File: src/core/anps_params.svh
// Offsets, field positions and reset values of the partner status registers
`ifndef ANPS_PARAMS_SVH
`define ANPS_PARAMS_SVH
`define ANPS_IDX_PARTNER   6'h05
`define ANPS_IDX_EXPANSION 6'h06
`define ANPS_LANE_ZERO     2'h0
`define ANPS_B_NEXT_WANTED 15
`define ANPS_B_ACK         14
`define ANPS_B_REM_FAULT   13
`define ANPS_B_MSG_PAGE    13
`define ANPS_B_RSV         12
`define ANPS_B_COMPLY      12
`define ANPS_B_TOGGLE      11
`define ANPS_B_ASM         11
`define ANPS_B_PAUSE       10
`define ANPS_F_CODE_HI     10
`define ANPS_F_ABIL_HI     9
`define ANPS_F_ABIL_LO     5
`define ANPS_F_SEL_HI      4
`define ANPS_E_PAR_FAULT   4
`define ANPS_E_LPNP        3
`define ANPS_E_LOCAL_NEXT  2
`define ANPS_E_PAGERX      1
`define ANPS_E_LPAN        0
`define ANPS_E_RSV_HI      31
`define ANPS_E_RSV_LO      5
`define ANPS_WORD_RST      16'h0000
`define ANPS_BASE_MASK     16'hefff
`define ANPS_LOCAL_NEXT    1'b1
`define ANPS_DATA_RST      32'h0000_0000
`define ANPS_UPPER_ZERO    16'h0000
`endif

File: src/core/anps_pkg.sv
// Types shared by the partner status register bank
package anps_pkg;
	typedef enum logic {ANPS_VIEW_BASE, ANPS_VIEW_NEXT} anps_view_t;
	typedef enum logic {ANPS_BUS_IDLE, ANPS_BUS_ANSWER} anps_bus_t;
endpackage : anps_pkg

File: src/core/anps_partner_status_regs.sv
// Link partner ability and auto-negotiation expansion status registers
`timescale 1ns/1ps
`default_nettype none
`include "anps_params.svh"
module anps_partner_status_regs (
	input  wire logic        sys_clk,
	input  wire logic        sys_rst,
	input  wire logic [7:0]  avs_address,
	input  wire logic        avs_read,
	input  wire logic        avs_write,
	input  wire logic [31:0] avs_writedata,
	input  wire logic [3:0]  avs_byteenable,
	output var  logic [31:0] avs_readdata,
	output var  logic        avs_waitrequest,
	input  wire logic        pageRxStrobe,
	input  wire logic [15:0] pageRxWord,
	input  wire logic        pageRxIsNext,
	input  wire logic        autonegDone,
	input  wire logic        autonegRestart,
	input  wire logic        parallelFaultStrobe,
	input  wire logic        partnerAutonegSeen
);
	logic [15:0]          baseWord_q;
	logic [15:0]          nextWord_q;
	anps_pkg::anps_view_t view_q;
	anps_pkg::anps_bus_t  bus_q;
	logic                 parFault_q;
	logic                 pageRx_q;
	logic                 lpAn_q;
	logic [31:0]          readData_q;
	logic                 wait_q;
	logic                 ansPartner_q;
	logic                 ansExp_q;
	logic                 ansBase_q;
	logic                 ansRead_q;
	logic                 selPartner;
	logic                 selExp;
	logic                 request;
	logic                 accept;
	logic                 readExpAccept;
	logic [15:0]          partnerView;
	logic [15:0]          expView;
	logic [31:0]          readValue;

	assign avs_readdata    = readData_q;
	assign avs_waitrequest = wait_q;

	// Address decode: byte address is four times the register index
	assign selPartner = (avs_address[7:2] == `ANPS_IDX_PARTNER) &&
		(avs_address[1:0] == `ANPS_LANE_ZERO);
	assign selExp = (avs_address[7:2] == `ANPS_IDX_EXPANSION) &&
		(avs_address[1:0] == `ANPS_LANE_ZERO);
	assign request = avs_read || avs_write;
	assign accept = request && (bus_q == anps_pkg::ANPS_BUS_ANSWER);
	assign readExpAccept = accept && avs_read && selExp && avs_byteenable[0];

	// Base page capture from the arbitration logic
	always_ff @(posedge sys_clk or posedge sys_rst) begin
		if (sys_rst) begin
			baseWord_q <= `ANPS_WORD_RST;
		end else if (pageRxStrobe && !pageRxIsNext) begin
			baseWord_q <= pageRxWord & `ANPS_BASE_MASK;
		end
	end

	// Next page capture, code field and flags taken as received
	always_ff @(posedge sys_clk or posedge sys_rst) begin
		if (sys_rst) begin
			nextWord_q <= `ANPS_WORD_RST;
		end else if (pageRxStrobe && pageRxIsNext) begin
			nextWord_q <= pageRxWord;
		end
	end

	// Layout select for index 0x05
	always_ff @(posedge sys_clk or posedge sys_rst) begin
		if (sys_rst) begin
			view_q <= anps_pkg::ANPS_VIEW_BASE;
		end else begin
			unique case (view_q)
				anps_pkg::ANPS_VIEW_BASE: begin
					if (autonegDone && !autonegRestart && `ANPS_LOCAL_NEXT &&
						baseWord_q[`ANPS_B_NEXT_WANTED]) begin
						view_q <= anps_pkg::ANPS_VIEW_NEXT;
					end
				end
				anps_pkg::ANPS_VIEW_NEXT: begin
					if (autonegRestart) begin
						view_q <= anps_pkg::ANPS_VIEW_BASE;
					end
				end
			endcase
		end
	end

	// Parallel detection fault, held until renegotiation; a new fault wins
	always_ff @(posedge sys_clk or posedge sys_rst) begin
		if (sys_rst) begin
			parFault_q <= 1'b0;
		end else if (parallelFaultStrobe) begin
			parFault_q <= 1'b1;
		end else if (autonegRestart) begin
			parFault_q <= 1'b0;
		end
	end

	// Page received flag, cleared by a read of the expansion register low byte; a new page in the same cycle wins
	always_ff @(posedge sys_clk or posedge sys_rst) begin
		if (sys_rst) begin
			pageRx_q <= 1'b0;
		end else if (pageRxStrobe) begin
			pageRx_q <= 1'b1;
		end else if (readExpAccept) begin
			pageRx_q <= 1'b0;
		end
	end

	// Partner negotiation ability
	always_ff @(posedge sys_clk or posedge sys_rst) begin
		if (sys_rst) begin
			lpAn_q <= 1'b0;
		end else begin
			lpAn_q <= partnerAutonegSeen;
		end
	end

	// Read views; every page bit is reported as the partner sent it, except reserved base bit 12 and any byte lane with its avs_byteenable bit low, which read zero
	always_comb begin
		partnerView = baseWord_q;
		if (view_q == anps_pkg::ANPS_VIEW_NEXT) begin
			partnerView = nextWord_q;
		end
		expView = `ANPS_WORD_RST;
		expView[`ANPS_E_PAR_FAULT] = parFault_q;
		expView[`ANPS_E_LPNP] = baseWord_q[`ANPS_B_NEXT_WANTED];
		expView[`ANPS_E_LOCAL_NEXT] = `ANPS_LOCAL_NEXT;
		expView[`ANPS_E_PAGERX] = pageRx_q;
		expView[`ANPS_E_LPAN] = lpAn_q;
		readValue = `ANPS_DATA_RST;
		if (selPartner) begin
			readValue = {`ANPS_UPPER_ZERO, partnerView};
		end else if (selExp) begin
			readValue = {`ANPS_UPPER_ZERO, expView};
		end
		readValue[15:8] = avs_byteenable[1] ? readValue[15:8] : 8'h00;
		readValue[7:0] = avs_byteenable[0] ? readValue[7:0] : 8'h00;
	end

	// Bus sequencing: one wait cycle, then the answer
	always_ff @(posedge sys_clk or posedge sys_rst) begin
		if (sys_rst) begin
			bus_q <= anps_pkg::ANPS_BUS_IDLE;
			wait_q <= 1'b1;
		end else begin
			unique case (bus_q)
				anps_pkg::ANPS_BUS_IDLE: begin
					if (request) begin
						bus_q <= anps_pkg::ANPS_BUS_ANSWER;
						wait_q <= 1'b0;
					end
				end
				anps_pkg::ANPS_BUS_ANSWER: begin
					bus_q <= anps_pkg::ANPS_BUS_IDLE;
					wait_q <= 1'b1;
				end
			endcase
		end
	end

	// Read data; all registers are read only, so writes are dropped
	always_ff @(posedge sys_clk or posedge sys_rst) begin
		if (sys_rst) begin
			readData_q <= `ANPS_DATA_RST;
		end else if (bus_q == anps_pkg::ANPS_BUS_IDLE && avs_read) begin
			readData_q <= readValue;
		end else if (bus_q == anps_pkg::ANPS_BUS_IDLE && avs_write) begin
			readData_q <= `ANPS_DATA_RST;
		end
	end

	// Answer bookkeeping for checking
	always_ff @(posedge sys_clk or posedge sys_rst) begin
		if (sys_rst) begin
			ansPartner_q <= 1'b0;
			ansExp_q <= 1'b0;
			ansBase_q <= 1'b0;
			ansRead_q <= 1'b0;
		end else if (bus_q == anps_pkg::ANPS_BUS_IDLE && request) begin
			ansPartner_q <= selPartner && (avs_byteenable == 4'hf);
			ansExp_q <= selExp && (avs_byteenable == 4'hf);
			ansBase_q <= (view_q == anps_pkg::ANPS_VIEW_BASE);
			ansRead_q <= avs_read;
		end
	end
endmodule : anps_partner_status_regs
`default_nettype wire

File: config.mk
export PLATFORM = sky130hd
export DESIGN_NAME = anps_partner_status_regs
export DESIGN_NICKNAME = d
export VERILOG_FILES = /design/src/core/anps_pkg.sv /design/src/core/anps_partner_status_regs.sv
export VERILOG_INCLUDE_DIRS = /design/src /design/src/core
export SDC_FILE = /design/constraint.sdc
export NUM_CORES = 1
export LEC_CHECK = 0
export BUFFER_PORTS_ARGS = -buffer_cell sky130_fd_sc_hd__buf_4
export CAP_MARGIN = 20
export CORE_MARGIN = 2
export CORE_UTILIZATION = 35
export CTS_BUF_LIST = sky130_fd_sc_hd__clkbuf_8
export CTS_CLUSTER_SIZE = 24
export DETAILED_ROUTE_END_ITERATION = 8
export SLEW_MARGIN = 10
export SYNTH_ARGS = -nofsm -noshare
export SYNTH_HDL_FRONTEND = slang
export SYNTH_SLANG_ARGS = --single-unit
File: constraint.sdc
create_clock -name sys_clk -period 1.6 [get_ports sys_clk]
set_input_delay 0.08 -clock sys_clk [delete_from_list [all_inputs] [get_ports sys_clk]]
set_output_delay 0.08 -clock sys_clk [all_outputs]
set_load 0.01 [all_outputs]
==> results.toml <==
[sta]
finalHoldViolations = 0
finalCritPeriodShare = 0.835
hold_slack_ns = 0.0119
drv_slew = 0
tns_ns = 0
max_freq_mhz = 748
worst_slack_ns = 0.264
skew_ns = 0.00367
final.min_clock_period_ns = 1.34
rsz0062_at_grt = "no"
finalSetupViolCount = 0

[clock_network]
cts_inserted_buffers = 5
ctsLongestPathBuffers = 2
path_clk_slew_ns = 0.09
cts_tree = "built"
clk_latency_ns = 0.30
clock_sinks = 53
clockRootBuffer = "clkbuf_8"
cts_setup_buffers = 0
htree_levels = 2

[floorplanning]
row_count = 29
dieHeight_um = 85.8
start_util = 0.364
dieArea_mm2 = 0.00735
design.core.area_mm2 = 0.00642
die_w_um = 85.8
ios = 103

[cells_and_area]
stdcell_count = 332
final_common_cell = "buf_4"
num-fill-cells = 595
diodes = 0
drive_gt1_frac = 0.431
seqCellArea_mm2 = 0.00133
multi_input_area_um2 = 898
fin_nets = 324
final_cell_area_mm2 = 0.00301
fin_util = 0.468
final_cell_mix = "buf_4, dfrtp_1, mux2_2"
syn_to_final_growth_pct = 28.5

[power]
irDropWorstVdd_mv = 0.331
finalPower_mw = 2.90
p_leak_nw = 1.41
p_per_area_mw_per_mm2 = 963

[placed_design]
postPlaceCellArea_mm2 = 0.00283
io_buffer_count = 52
place_ws_ns = 0.273
post-dp-hpwl_um = 3370
gp_congestion = 0.777
dp.cells = 318

[global_routing]
grt-ovfl-total = 0
grt_max_degree = 54
grt_pass1_vias = 1580
antenna_found_initial = 0
grt_pass1_wl_um = 7800
grt.total_usage = 0.137

[yosys]
synth-xor-area-share = 0
netlist_instances = 185
ys_seq_area_frac = 0.567
synthAdderAreaFrac = 0
syn_area_mm2 = 0.00234
synth_top_family_by_area = "multiplexers"
yosysUniqueCellTypes = 25
avgSynthCellArea_um2 = 12.6
synthSimpleGateAreaFrac = 0.0914
synth_warnings = 0
synth_compound_area_frac = 0.0513
ys_ff_latch = 53
synthMuxAreaShare = 0.216

[drt]
wl_um = 4680
vias_per_cell = 4.68
drt_iter0_markers = 99
drc = 8
first_pass_iters = 8
final_antenna_net_count = 0
vias = 1553
wl_per_cell_um = 14.1

[critical_path]
reg2reg_slack_ns = 0.26
worstPathMaxFanout = 5
cp.required_ns = 1.82
critPathLaunchType = "flop"
cp.arrival_ns = 1.56
worst-setup-path-type = "reg2reg"
cp-end-kind = "flop"

[run_status]
violations = "DRC"
status = "complete, but fails checks"

[job]
max_cap_viol_count = 0

[min_path]
hp-class = "in2reg"
==> what timing repair did <==
action	4_1_cts	5_1_grt
hold endpoints to repair	56	1
hold buffers	5	1
gates resized for setup	0	0
==> kinds of logic after synthesis <==
logic type | after synthesis
DFF | 53
muxes | 46
and+or+nand+nor | 37
buffers and inverters | 28
AOI/OAI and AO/OA | 20
other | 1
==> critical path, stage by stage (launching register included) <==
cell and delay [ns]:
dfrtp_1 0.44, nor3b_2 0.27, nand4_1 0.29, o211ai_1 0.26
==> area by class of cell <==
| cell class | instances | area share |
|---|---|---|
| well taps | 77 | 0.0320 |
| clock inverters | 2 | 0.0112 |
| multi-input cells | 119 | 0.299 |
| flip-flops and latches | 53 | 0.442 |
| repair buffers | 69 | 0.181 |
| inverters | 6 | 0.00749 |
| clock buffers | 6 | 0.0275 |
==> registers in the layout (all words and copies together) (netlist names) <==
name and cells:
parFault_q 1, baseWord_q 15, avs_readdata 16, bus_q 1, avs_waitrequest 1, nextWord_q 16, lpAn_q 1, view_q 1
pageRx_q 1
==> worst paths after layout <==
kind / startpoint / end / depth (start not counted)
setup reg to reg: bus_q / avs_readdata[2] / 3
setup / recovery: bus_q / avs_readdata[2] / 3
hold reg to reg: pageRx_q / pageRx_q / 1
min in group asynchronous: sys_rst / avs_readdata[7] / 4
hold / removal: pageRxWord[2] / baseWord_q[2] / 2
max in group asynchronous: sys_rst / avs_waitrequest / 4
==> where the power goes <==
part / total, mW / switching (mW) / internal [mW]
Combinational: 0.433 / 0.184 / 0.248
Sequential: 1.54 / 0.0706 / 1.47
Clock: 0.923 / 0.419 / 0.504
Total: 2.90 / 0.674 / 2.22
==> Yosys cell counts <==
master    instances  area (um2)
nor3b_2           1        12.5
o211ai_1          5        37.5
o21bai_1          2        15.0
conb_1            1        3.75
o21ai_0          11        55.1
nor2b_1           1        6.26
buf_4            16         120
buf_2             4        20.0
dfrtp_1          52        1300
a21o_1            1        7.51
nand4_1           7        43.8
nor4b_4           1        23.8
mux2_2           35         394
nor3b_1           2        15.0
nand3_1           1        5.00
inv_1             6        22.5
nor4bb_1          1        10.0
nand2b_1          1        6.26
a21oi_1           1        5.00
dfstp_2           1        26.3
nand2_1          18        67.6
nor2_1            3        11.3
mux2i_1          11         110
and4bb_2          1        12.5
clkbuf_1          2        7.51
==> metal layers <==
metal,part of all wire,track usage,routed length [um]
met1,0.46,0.176,2130
met4,0.019,0.0606,87
met5,0,0,0
met2,0.49,0.234,2300
met3,0.036,0.0154,167
(Power assumes the default switching activity.)
